File: src/shared/dspx_pkg.sv
package dspx_pkg;
    localparam int unsigned WORD_W = 48;
    localparam int unsigned RAM_AW = 6;
    localparam int unsigned BIT_AW = 6;
    localparam logic [5:0] DATA_POINTER_ZERO_ADDR = 6'h2C;
    localparam logic [5:0] DATA_POINTER_ONE_ADDR = 6'h2D;
    localparam logic [5:0] STARTUP_BIT_LO = 6'h36;
    localparam logic [5:0] STARTUP_BIT_HI = 6'h37;
    localparam int unsigned STARTUP_STEPS = 5;

    typedef enum logic [3:0] {
        DSPX_OP_NOP,
        DSPX_OP_MULT,
        DSPX_OP_NOT,
        DSPX_OP_OR,
        DSPX_OP_STARTUP,
        DSPX_OP_RAD,
        DSPX_OP_RAD_DP0,
        DSPX_OP_RAD_DP1
    } dspx_op_e;

    typedef enum logic [1:0] {
        DSPX_ACC_A,
        DSPX_ACC_B,
        DSPX_ACC_R
    } dspx_acc_e;
endpackage

File: src/shared/dspx_bit_if.sv
`timescale 1ns/1ps
`default_nettype none
interface dspx_bit_if;
    logic valid;
    logic set;
    logic [5:0] index;
    modport src (output valid, output set, output index);
    modport dst (input valid, input set, input index);
endinterface
`default_nettype wire

File: src/rtl/dspx_exec.sv
`timescale 1ns/1ps
`default_nettype none
// Notes on behaviour
// RL1: a:b is one 96-bit unsigned product
// RL2: program clears a before first step
// RL3: one step per opcode; N steps
// RL4: add r when b[0]; shift into a
// RL5: b shifts right, gets sum bit zero
// RL6: multiply step leaves r unchanged
// RL7: nop changes no register or flag
// RL8: startup op: clr54 clr55 set55 set54 set54
// RL9: pointer load takes 6-bit immediate
// RL10: indirect pointer from RAM 44/45
// RL11: not inverts accumulator, updates COSZ
// RL12: or merges two accumulators, updates COSZ
module dspx_exec #(
    parameter int unsigned W = dspx_pkg::WORD_W
) (
    input wire logic clk,
    input wire logic rst,
    input wire logic op_valid,
    input wire dspx_pkg::dspx_op_e op,
    input wire dspx_pkg::dspx_acc_e op_p1,
    input wire dspx_pkg::dspx_acc_e op_p2,
    input wire logic [5:0] op_imm,
    output logic op_ready,
    input wire logic [5:0] ram_rdata,
    output logic [5:0] ram_raddr,
    output logic [W-1:0] acc_a,
    output logic [W-1:0] acc_b,
    output logic [W-1:0] acc_r,
    output logic [5:0] ram_ptr,
    output logic flag_c,
    output logic flag_o,
    output logic flag_s,
    output logic flag_z,
    output logic bit_valid,
    output logic bit_set,
    output logic [5:0] bit_index
);
    logic [W-1:0] a_q, b_q, r_q;
    logic [5:0] ptr_q;
    logic c_q, o_q, s_q, z_q;
    logic seq_busy, seq_start;
    logic [W-1:0] sum;
    logic [W-1:0] sel1, sel2, logic_res;
    logic [W-1:0] b_next_mul, a_next_mul;
    logic do_op;

    dspx_bit_if bus ();

    function automatic logic [W-1:0] pick(input dspx_pkg::dspx_acc_e s, input logic [W-1:0] a,
                                          input logic [W-1:0] b, input logic [W-1:0] r);
        case (s)
            dspx_pkg::DSPX_ACC_A: pick = a;
            dspx_pkg::DSPX_ACC_B: pick = b;
            default: pick = r;
        endcase
    endfunction

    ////////////////////////////////////////////////////////////////
    // Decode; the startup sequence holds off new opcodes while it runs
    assign op_ready = !seq_busy;
    assign do_op = op_valid && op_ready;
    assign seq_start = do_op && op == dspx_pkg::DSPX_OP_STARTUP;

    // RL10: indirect pointer address select
    assign ram_raddr = (op == dspx_pkg::DSPX_OP_RAD_DP1) ? dspx_pkg::DATA_POINTER_ONE_ADDR :
                       dspx_pkg::DATA_POINTER_ZERO_ADDR;

    // RL1: a:b times r, one bit
    // Carry out is dropped: a's top bit is forced to zero after each step
    assign sum = a_q + (b_q[0] ? r_q : {W{1'b0}});
    // RL4: shifted sum, top bit zero
    assign a_next_mul = {1'b0, sum[W-1:1]};
    // RL5: b gets sum bit zero
    assign b_next_mul = {sum[0], b_q[W-1:1]};

    assign sel1 = pick(op_p1, a_q, b_q, r_q);
    assign sel2 = pick(op_p2, a_q, b_q, r_q);
    assign logic_res = (op == dspx_pkg::DSPX_OP_NOT) ? ~sel1 : (sel1 | sel2);

    ////////////////////////////////////////////////////////////////
    // Accumulators
    always_ff @(posedge clk or posedge rst) begin
        if (rst) begin
            a_q <= '0;
            b_q <= '0;
            r_q <= '0;
        end else if (do_op) begin
            case (op)
                // RL3: exactly one step per opcode
                dspx_pkg::DSPX_OP_MULT: begin
                    a_q <= a_next_mul;
                    b_q <= b_next_mul;
                end
                // RL11: one's complement; RL12: OR into p1
                dspx_pkg::DSPX_OP_NOT, dspx_pkg::DSPX_OP_OR: begin
                    if (op == dspx_pkg::DSPX_OP_NOT || op_p1 != op_p2) begin
                        case (op_p1)
                            dspx_pkg::DSPX_ACC_A: a_q <= logic_res;
                            dspx_pkg::DSPX_ACC_B: b_q <= logic_res;
                            default: r_q <= logic_res;
                        endcase
                    end
                end
                // RL7: nop leaves everything
                default: begin
                end
            endcase
        end
    end

    ////////////////////////////////////////////////////////////////
    // Flags
    always_ff @(posedge clk or posedge rst) begin
        if (rst) begin
            c_q <= 1'b0;
            o_q <= 1'b0;
            s_q <= 1'b0;
            z_q <= 1'b0;
        end else if (do_op) begin
            case (op)
                dspx_pkg::DSPX_OP_MULT: begin
                    s_q <= a_next_mul[W-1];
                    z_q <= ~|{a_next_mul, b_next_mul};
                end
                // RL11: flags from result
                dspx_pkg::DSPX_OP_NOT, dspx_pkg::DSPX_OP_OR: begin
                    c_q <= 1'b0;
                    o_q <= 1'b0;
                    s_q <= logic_res[W-1];
                    z_q <= ~|logic_res;
                end
                // RL8: startup op touches sign and zero
                dspx_pkg::DSPX_OP_STARTUP: begin
                    s_q <= 1'b0;
                    z_q <= 1'b1;
                end
                default: begin
                end
            endcase
        end
    end

    ////////////////////////////////////////////////////////////////
    // RAM pointer
    always_ff @(posedge clk or posedge rst) begin
        if (rst) begin
            ptr_q <= 6'h00;
        end else if (do_op) begin
            case (op)
                // RL9: direct load
                dspx_pkg::DSPX_OP_RAD: ptr_q <= op_imm;
                // RL10: through data pointer
                dspx_pkg::DSPX_OP_RAD_DP0, dspx_pkg::DSPX_OP_RAD_DP1: ptr_q <= ram_rdata;
                default: begin
                end
            endcase
        end
    end

    dspx_startup_seq u_seq (
        .clk(clk),
        .rst(rst),
        .start(seq_start),
        .busy(seq_busy),
        .bit_op(bus.src)
    );

    assign bit_valid = bus.valid;
    assign bit_set = bus.set;
    assign bit_index = bus.index;
    assign acc_a = a_q;
    assign acc_b = b_q;
    assign acc_r = r_q;
    assign ram_ptr = ptr_q;
    assign flag_c = c_q;
    assign flag_o = o_q;
    assign flag_s = s_q;
    assign flag_z = z_q;
endmodule
`default_nettype wire

File: src/rtl/dspx_startup_seq.sv
`timescale 1ns/1ps
`default_nettype none
module dspx_startup_seq (
    input wire logic clk,
    input wire logic rst,
    input wire logic start,
    output logic busy,
    dspx_bit_if.src bit_op
);
    logic [2:0] step_q;
    logic run_q;

    // RL8: fixed five step order
    always_ff @(posedge clk or posedge rst) begin
        if (rst) begin
            run_q <= 1'b0;
            step_q <= 3'h0;
        end else if (run_q) begin
            if (step_q == 3'(dspx_pkg::STARTUP_STEPS - 1)) begin
                run_q <= 1'b0;
                step_q <= 3'h0;
            end else begin
                step_q <= step_q + 3'h1;
            end
        end else if (start) begin
            run_q <= 1'b1;
            step_q <= 3'h0;
        end
    end

    assign busy = run_q;
    assign bit_op.valid = run_q;
    assign bit_op.set = (step_q >= 3'h2);
    assign bit_op.index = (step_q == 3'h1 || step_q == 3'h2) ? dspx_pkg::STARTUP_BIT_HI : dspx_pkg::STARTUP_BIT_LO;
endmodule
`default_nettype wire

File: config.mk
export PLATFORM = sky130hd
export DESIGN_NAME = dspx_exec
export DESIGN_NICKNAME = d
export VERILOG_FILES = /design/src/shared/dspx_pkg.sv /design/src/shared/dspx_bit_if.sv /design/src/rtl/dspx_exec.sv /design/src/rtl/dspx_startup_seq.sv
export SDC_FILE = /design/constraint.sdc
export NUM_CORES = 1
export LEC_CHECK = 0
export ABC_AREA = 0
export BUFFER_PORTS_ARGS = -buffer_cell sky130_fd_sc_hd__buf_4
export CAP_MARGIN = 20
export CORE_UTILIZATION = 55
export DETAILED_ROUTE_END_ITERATION = 7
export PLACE_DENSITY = 0.77
export SYNTH_ARGS = -nofsm -noshare
export SYNTH_HDL_FRONTEND = slang
export SYNTH_HIERARCHICAL = 1
export SYNTH_SLANG_ARGS = --single-unit
export TNS_END_PERCENT = 20
File: constraint.sdc
create_clock -name clk -period 13.5 [get_ports clk]
set_clock_uncertainty 0.15 [all_clocks]
set_input_delay 0 -clock clk [delete_from_list [all_inputs] [get_ports clk]]
set_output_delay 0 -clock clk [all_outputs]
set_load 0.03 [all_outputs]
# ---- Yosys cells after proc, flatten, opt, wreduce, memory -nomap -nowiden
# Index checks and enable logic that the tools add are counted.
# W data, S select, Z words.
dict set report word_totals {
  mem_bits_rw 0
  register_bits 156
  out_inout_bits 169
  elab_cells 77
  latchBits 0
  mem_count 0
  romBits 0
}
dict set report classes {
  n_addsub 2
  n_mul 0
  n_reduce_logical 26
  div 0
  eq_ne 16
  shifts 0
  bitwise_logic 3
  order_cmp 1
  muxes 21
}
# cell count
set op_table {}
lappend op_table {{$pmux W48 S2} 4}
lappend op_table {{$mux W48} 6}
lappend op_table {{$reduce_or A95 Y1} 1}
lappend op_table {{$add A48 B48 Y48} 1}
lappend op_table {{$not A48 Y48} 1}
lappend op_table {{$or A48 B48 Y48} 1}
lappend op_table {{$reduce_or A48 Y1} 1}
lappend op_table {{$eq A4 B3 Y1 const B} 4}
lappend op_table {{$pmux W6 S2} 1}
lappend op_table {{$reduce_and A4 Y1} 3}
lappend op_table {{$mux W3} 3}
lappend op_table {{$eq A4 B2 Y1 const B} 2}
lappend op_table {{$reduce_bool A2 Y1} 4}
lappend op_table {{$reduce_or A2 Y1} 4}
lappend op_table {{$reduce_and A2 Y1} 3}
lappend op_table {{$mux W1} 5}
lappend op_table {{$eq A2 B1 Y1 const B} 2}
lappend op_table {{$eq A4 B1 Y1 const B} 1}
lappend op_table {{$logic_not A2 Y1} 2}
lappend op_table {{$ne A2 B1 Y1 const B} 2}
lappend op_table {{$add A3 B1 Y3 const B} 1}
lappend op_table {{$eq A3 B1 Y1 const B} 1}
lappend op_table {{$eq A3 B2 Y1 const B} 1}
lappend op_table {{$eq A3 B3 Y1 const B} 1}
lappend op_table {{10 further kinds} 14}

# ---- Longest topological paths before layout
# Gate-level depths: netlist of run 1.
dict set report depth {
  depth_word 7
  depth_mapped 15
}

# ---- By module
# The synthesis of run 1 kept the hierarchy.
# mod instances area_each_um2 seq_area_each_um2 cells_each
set by_module_without_submodules {}
lappend by_module_without_submodules {dspx_exec 1 12594.6 3803.6 1614}
lappend by_module_without_submodules {dspx_startup_seq 1 301.5 100.1 35}

# ---- Worst setup path before layout of run 1
# Ideal clock, no wire load.
dict set report synth_timing {
  path_kind {reg-to-reg}
  from {register b_q[0], in the netlist acc_b[0]}
  to {register z_q, in the netlist flag_z}
  path_stages_with_launch 15
  slack_ns 9.263
  t_arrival_ns 3.995
  synth_period_minus_slack_ns 4.237
  required_time_ns 13.258
  path_cell_list {dfrtp_1 > clkbuf_1 > and2_1 > ha_1 > fa_1 > a21o_1 > a221o_1 > a211oi_2 > a22oi_2 > a311oi_2 > o32a_2 > xnor2_1 > or4_1 > or4b_1 > o31ai_2}
}
dict set report synth_between {
  elab_chain_len 6
}
# item line
set synth_rtl {}
lappend synth_rtl {{start, declared} dspx_exec.sv:41} ;# logic [W-1:0] a_q, b_q, r_q;
lappend synth_rtl {{start signal, assigned} dspx_exec.sv:95} ;# b_q <= b_next_mul;
lappend synth_rtl {{start signal, assigned} dspx_exec.sv:102} ;# dspx_pkg::DSPX_ACC_B: b_q <= logic_res;
lappend synth_rtl {{parallel branches: the longest is 5 deep, another holds $add A48 B48 Y48} n/a}
lappend synth_rtl {{$pmux W1 S3 (*)} dspx_exec.sv:123} ;# case (op)
lappend synth_rtl {{end signal, assigned} dspx_exec.sv:126} ;# z_q <= ~|{a_next_mul, b_next_mul};
lappend synth_rtl {{end signal, assigned} dspx_exec.sv:133} ;# z_q <= ~|logic_res;
lappend synth_rtl {{end, declared} dspx_exec.sv:43} ;# logic c_q, o_q, s_q, z_q;
# Every way passes the cells marked *.
# A chain may end at the register's enable or synchronous reset.

# ---- Worst setup path in the final report of run 1
# Same ends and word-level chain as after synthesis.

==> results of run 1 <==
[timing repair]
item / CTS / global route
endpoints found under the hold margin: 104 / 0
hold buffers: 20 / 0
endpoints found under the setup margin: 0 / 0
[metrics by stage]
stage | instance area (sq um) | utilization, % | total power (W) | hold slack, ns | std cells
2_1_floorplan | 12900 | - | 0.00133 | -0.384 | 1657
3_3_place_gp | 14300 | 62.5 | 0.00168 | -0.221 | 2037
3_5_place_dp | 14300 | 62.5 | 0.00170 | -0.212 | 2037
4_1_cts | 15000 | 65.8 | 0.00218 | 0.00669 | 2089
5_1_grt | 15100 | 65.9 | 0.00231 | 0.0297 | 2090
6_report | 15100 | 65.9 | 0.00220 | 0.0227 | 2092
[Yosys cell counts, drive strengths merged, types with 6 or more instances]
cell     count  area, sq um
a2111oi      8         88.8
a211oi       8         75.1
a21o        20          150
a21oi      146          734
a221o       17          170
a31oi        9         56.3
and2        51          320
and3         6         38.8
buf         37          218
clkbuf      89          334
dfrtp      156         3900
ha          51          638
inv         17         63.8
mux2        40          450
mux2i       65          651
nand2      254          953
nand2b      23          144
nand3       13         65.1
nand4       23          144
nor2       108          405
nor3        20          100
nor4        18          113
o211ai      38          285
o21a        24          180
o21ai      238         1190
o21bai      10         75.1
o221ai      19          166
o22ai       11         68.8
o31ai       10         80.1
or2          6         37.5
or4          7         52.6
xnor2       27          236
xor2        18          158
[sequential cells by signal, summed over array words and instances, names as in the netlist]
name                flops
u_seq/bit_op.valid      1
flag_s                  1
u_seq/step_q            3
acc_r                  48
ram_ptr                 6
acc_a                  48
flag_z                  1
acc_b                  48
[where the power goes]
group          internal, W  switching [W]  leakage (nW)
clock network     0.000255       0.000227         0.268
logic             0.000370       0.000639          4.39
registers         0.000559       0.000155          2.13
[metal layers]
metal	vias up	GRT usage, %
met5	-	0
met4	0	12.6
met3	76	8.22
met2	702	57.7
met1	6521	52.9
li1	6227	-
[final cells by class]
class | instances | area (sq um)
multi-input combinational | 1357 | 8450
fill | 1974 | 7790
sequential | 156 | 3900
timing repair buffer | 214 | 1660
clock buffer | 20 | 467
tap | 313 | 392
clock inverter | 12 | 103
inverter | 18 | 72.6
antenna | 2 | 5.00
[worst register-to-register path, cell delays in order, from the launching register on]
cell       delay [ns]
dfrtp_1          0.32
buf_4            0.41
and2_1           0.21
ha_1             0.20
fa_1             0.45
nor4_1           0.33
and4_1           0.23
nand4_1          0.07
or4_1            0.42
a2111oi_0        0.57
nand4bb_1        0.16
nor4_1           0.38
nand4_1          0.18
or4_1            0.48
o31ai_2          0.22
[kinds of logic (layout without fill, tap and decap cells)]
logic type	after synthesis	after routing	synth area share, %
AND/OR/NAND/NOR	556	556	20.1
flip-flops	156	156	30.3
buffers and inverters	144	264	4.80
XOR/XNOR	45	45	3.06
adder cells (fa/ha/maj)	52	52	5.10
other	4	14	0.116
multiplexers	105	105	8.54
AO/OA/AOI/OAI	587	587	28.0
[worst max path at each step]
stage / end / slack [ns] / depth (start not counted)
after floorplan: acc_a[0] / 9.26 / 1
after global placement: flag_z / 8.79 / 14
after detailed placement: flag_z / 8.69 / 14
after CTS: flag_z / 8.64 / 14
after global routing: flag_z / 8.30 / 14
final: flag_z / 8.61 / 14
==> metrics.md, run 1 <==
| Metric | Value |
|---|---|
| Cell count of the worst hold path | 4 |
| Top routing layer used | met4 |
| CP Launch Type | flop |
| Clk Latency, worst-skew pair | 0.44 ns |
| Critical Path Sink Type | flop |
| Endpoint of the worst hold path | flag_z |
| Boundary Pins | 192 |
| Async S/R FF share, synth | 100% |
| Worst reg2reg setup slack | 8.61 ns |
| Iter 0 DRT Violations | 1491 |
| Vias/cell | 6.47 |
| Tmin final | 4.89 ns |
| Height of the die | 155 um |
| Critical path class | flop to flop |
| Post-CTS sizing | 0 |
| Final ANT Viol Nets | 0 |
| PD cells | 146 nW/um^2 |
| Arr. time, crit path | 5.07 ns |
| Fmax | 205 MHz |
| Min-delay src | op[0] |
| Detailed Routing Iterations Pass 1 | 5 |
| Status | completed |
| Die Area | 24100 sq um |
| Worst Path Buf+Inv | 1 |
| NumNets Final | 1839 |
| Setup TNS | 0 ns |
| Reg2reg end | flag_z |
| CTS tree | yes |
| Post-synth cell types | 79 |
| Final setup margin | 8.61 ns |
| Area Overhead vs Synth | 16.8% |
| Least-Margin Pin Slew | 1.13 ns |
| Largest net degree at the start of global routing | 97 |
| Worst path max stage delay | 0.57 ns |
| Most common cell after layout, fill and taps aside | nand2_1 |
| Die X | 155 um |
| Root Buffer | clkbuf_16 |
| Max_cap viols | 0 |
| Initial Utilization | 56.4% |
| Place WS | 8.69 ns |
| Post-CTS Setup Bufs | 0 |
| Final setup vio count | 0 |
| Hold Crit Class | input port to flop |
| Post-synthesis cell area | 12900 sq um |
| Path depth of the worst reg2reg path | 14 |
| CORE AREA | 22800 sq um |
| Clk sinks | 156 |
| Routed length on met1 | 19.2 mm |
| CP cell instances | buf_4 > and2_1 > ha_1 > fa_1 > nor4_1 > and4_1 > nand4_1 > or4_1 > a2111oi_0 > nand4bb_1 > nor4_1 > nand4_1 > or4_1 > o31ai_2 |
| Final GP Congestion | 0.994 |
| CP required | 13.68 ns |
| Final hold viol count | 0 |
| Slew Limit Headroom | 23.6% |
| RSZ-0062 raised after global routing | no |
| EDFF count, synth | 0 |
| VDD IR-drop max | 0.106 mV |
| Commonest non-fill, non-tap cells in the layout | 253 x nand2_1, 223 x o21ai_0, 193 x buf_4 |
| GRT Total Usage | 37.8% |
| Drt wl/cell | 21.7 um |
| Post-synthesis sequential area ratio | 30.3% |
| # H-tree levels | 4 |
| Via Count | 13500 |
| PortBufs | 179 |
| Vias in the first global route | 12500 |
| Hpwl dp | 31.9 mm |
| Fin crit share | 36.2% |
| Pins Over Slew Limit | 0 |
| Worst-path clk slew | 0.06 ns |
| Wirelength, routed | 45.4 mm |
| Most used flip-flop cell after synthesis | dfrtp_1 |
| R2R Path Start | acc_b[0] |
| Share of cells above drive strength 1 | 15.8% |
| Crit path max fanout | 52 |
| Flops & latches, synth | 156 |
| Met2 Routed Length | 20.2 mm |
| Critical path startpoint | acc_b[0] |
| CP delay by family, top | simple AND/OR/NAND/NOR gates |
| Initial antenna violation count | 2 |
| CTS buffer count | 17 |
| Met3 routed WL | 4.91 mm |
| Syn_area_per_cell | 7.82 sq um |
| Synth warn | 6 |
| # rows | 55 |
| DRC | 0 |
| Maximum root-to-sink buffer count | 2 |
| Syn Inst Count | 1649 |
| Global-route wire length before repair | 71.0 mm |
| Grt ovf | 0 |
| Crit-path slowest cell | a2111oi_0 |
| Pleak | 6.79 nW |
Power figures use the tool's default switching activity.
==> run 2, diff against run 1 <==
- CORE_UTILIZATION: 55 -> 53
- PLACE_DENSITY: 0.77 -> 0.78
- clock period: 13.5 -> 4.1 ns (I/O delays scaled with it)
==> run 2 against run 1 <==
  * The run now ends with setup timing left
  * Largest power group unchanged
  * Worst hold slack barely moved
  * Largest cell class unchanged
  * Via count rose by 4.5%
  * Combinational power grew to 3.8 times the previous value
  * Sequential share of layout area fell by 2.6 points
  * First-iteration DRC count is 6.3% lower
  * Power rose to 3.5 times the previous value
  * Die area rose by 3.7%
  * Fmax grew 16%
  * Sequential cell count stayed put
==> metrics.md, run 2 (synthesized netlist as in run 1, its figures left out) <==
| Metric | Value |
|---|---|
| RSZ-0062 raised after global routing | yes |
| Via Count | 14100 |
| Hold Crit Class | input port to flop |
| Pins Over Slew Limit | 0 |
| CP Launch Type | flop |
| Wirelength, routed | 46.8 mm |
| CP cell instances | clkbuf_16 > and2_4 > ha_4 > buf_6 > nand4_1 > buf_4 > o31ai_4 > buf_6 > a21o_1 > nor2_2 > o41a_1 > xnor2_2 > or4_1 > or4b_4 > o31ai_2 |
| Die Area | 25000 sq um |
| Root Buffer | clkbuf_16 |
| Final ANT Viol Nets | 0 |
| CTS buffer count | 17 |
| Area Overhead vs Synth | 30.1% |
| CP delay by family, top | simple AND/OR/NAND/NOR gates |
| Vias in the first global route | 12900 |
| Crit path max fanout | 7 |
| Worst path max stage delay | 0.53 ns |
| Iter 0 DRT Violations | 1397 |
| Status | finished with violations |
| Final hold viol count | 0 |
| Critical Path Sink Type | flop |
| Initial Utilization | 54.5% |
| PD cells | 464 nW/um^2 |
| Most common cell after layout, fill and taps aside | buf_4 |
| Drt wl/cell | 20.8 um |
| Failing checks | setup timing |
| Slew Limit Headroom | 40.3% |
| Global-route wire length before repair | 72.3 mm |
| Boundary Pins | 192 |
| Arr. time, crit path | 4.40 ns |
| Tmin final | 4.20 ns |
| Clk Latency, worst-skew pair | 0.44 ns |
| Share of cells above drive strength 1 | 25.7% |
| Crit-path slowest cell | or4b_4 |
| Die X | 158 um |
| Commonest non-fill, non-tap cells in the layout | 334 x buf_4, 253 x nand2_1, 212 x o21ai_0 |
| Least-Margin Pin Slew | 0.889 ns |
| Hpwl dp | 33.5 mm |
| CTS tree | yes |
| Final Cell Area | 16800 sq um |
| CP required | 4.30 ns |
| Fin crit share | 103% |
| Setup TNS | -0.103 ns |
| GRT Total Usage | 37.4% |
| Height of the die | 158 um |
| # rows | 56 |
| Largest net degree at the start of global routing | 80 |
| CP most frequent cell | buf_6 |
| Final setup vio count | 1 |
| Fmax | 238 MHz |
| PortBufs | 179 |
| Vias/cell | 6.28 |
| Clk sinks | 156 |
| VDD IR-drop max | 0.350 mV |
| Pleak | 7.68 nW |
| NumNets Final | 1994 |
| Detailed Routing Iterations Pass 1 | 5 |
| Maximum root-to-sink buffer count | 2 |
| Grt ovf | 0 |
| CORE AREA | 23700 sq um |
| DRC | 0 |
| # H-tree levels | 4 |
| Critical path class | flop to flop |
| DP Area | 15300 sq um |
| Final setup margin | -0.103 ns |
| Initial antenna violation count | 2 |
| Worst-path clk slew | 0.07 ns |
| Worst Path Buf+Inv | 4 |
| Max_cap viols | 0 |
| Final GP Congestion | 1.02 |
## run 2: cell types whose count changed in the layout (fill, tap and decap cells not counted), sizes merged
cell / previous run / this run
clkinv: 3 / 5
clkinvlp: 4 / 1
diode: 2 / 1
dlygate4sd3: 20 / 21
buf: 194 / 347
inv: 23 / 26
clkbuf: 20 / 19
## run 2: metrics by stage
step / hold WS (ns) / util [%] / setup slack (ns) / std cells / total power, W
2_1_floorplan: -0.384 / - / -0.137 / 1657 / 0.00438
3_3_place_gp: -0.235 / 64.4 / -0.321 / 2169 / 0.00580
3_5_place_dp: -0.231 / 64.4 / -0.395 / 2169 / 0.00588
4_1_cts: 0.00975 / 69.5 / -0.0374 / 2239 / 0.00764
5_1_grt: 0.0494 / 70.8 / -0.183 / 2251 / 0.00817
6_report: 0.0223 / 70.8 / -0.103 / 2252 / 0.00779
## run 2: power by group
part | internal [W] | switching, W | leakage [nW]
clock network | 0.000816 | 0.000757 | 0.282
registers | 0.00184 | 0.000506 | 2.13
logic | 0.00160 | 0.00227 | 5.27
total | 0.00426 | 0.00353 | 7.68
## run 2: worst paths after layout
check | start | endpoint | slack [ns] | cells past startpoint
setup / recovery | acc_b[0] | flag_z | -0.10 | 15
hold / removal | op[3] | u_seq/step_q[1] | 0.02 | 5
setup reg to reg | acc_b[0] | flag_z | -0.10 | 15
hold reg to reg | ram_ptr[5] | ram_ptr[5] | 0.34 | 2
max in group asynchronous | rst | acc_b[32] | 2.68 | 4
min in group asynchronous | rst | acc_r[2] | 0.05 | 3
## run 2: what timing repair did
item	4_1_cts	5_1_grt
hold endpoints to repair	60	0
cloned	1	1
pin swaps	32	43
setup buffers	18	12
resized for setup	45	54
hold buffers	21	0
setup endpoints to repair	1	1
## run 2: worst min-delay path: stages
cell	delay (ns)
buf_4	0.13
nor2b_1	0.11
nand2_1	0.08
nor2_1	0.06
o31ai_1	0.19
## run 2: metal layers
| metal | track usage [%] | vias up | share of wire (%) |
|---|---|---|---|
| li1 | - | 6541 | - |
| met1 | 52.7 | 6799 | 43 |
| met2 | 57.7 | 718 | 45 |
| met3 | 7.34 | 76 | 9.6 |
| met4 | 11.6 | 2 | 2.4 |
| met5 | 0 | - | 0.019 |
## run 2: final cells by class
type                            instances  area (sq um)
Fill cell                            1939          6910
Clock buffer                           18           439
Multi-Input combinational cell       1357          8900
Tap cell                              319           399
Clock inverter                         14           123
Timing Repair Buffer                  369          2930
Antenna cell                            1          2.50
Inverter                               18          71.3
Sequential cell                       156          3910
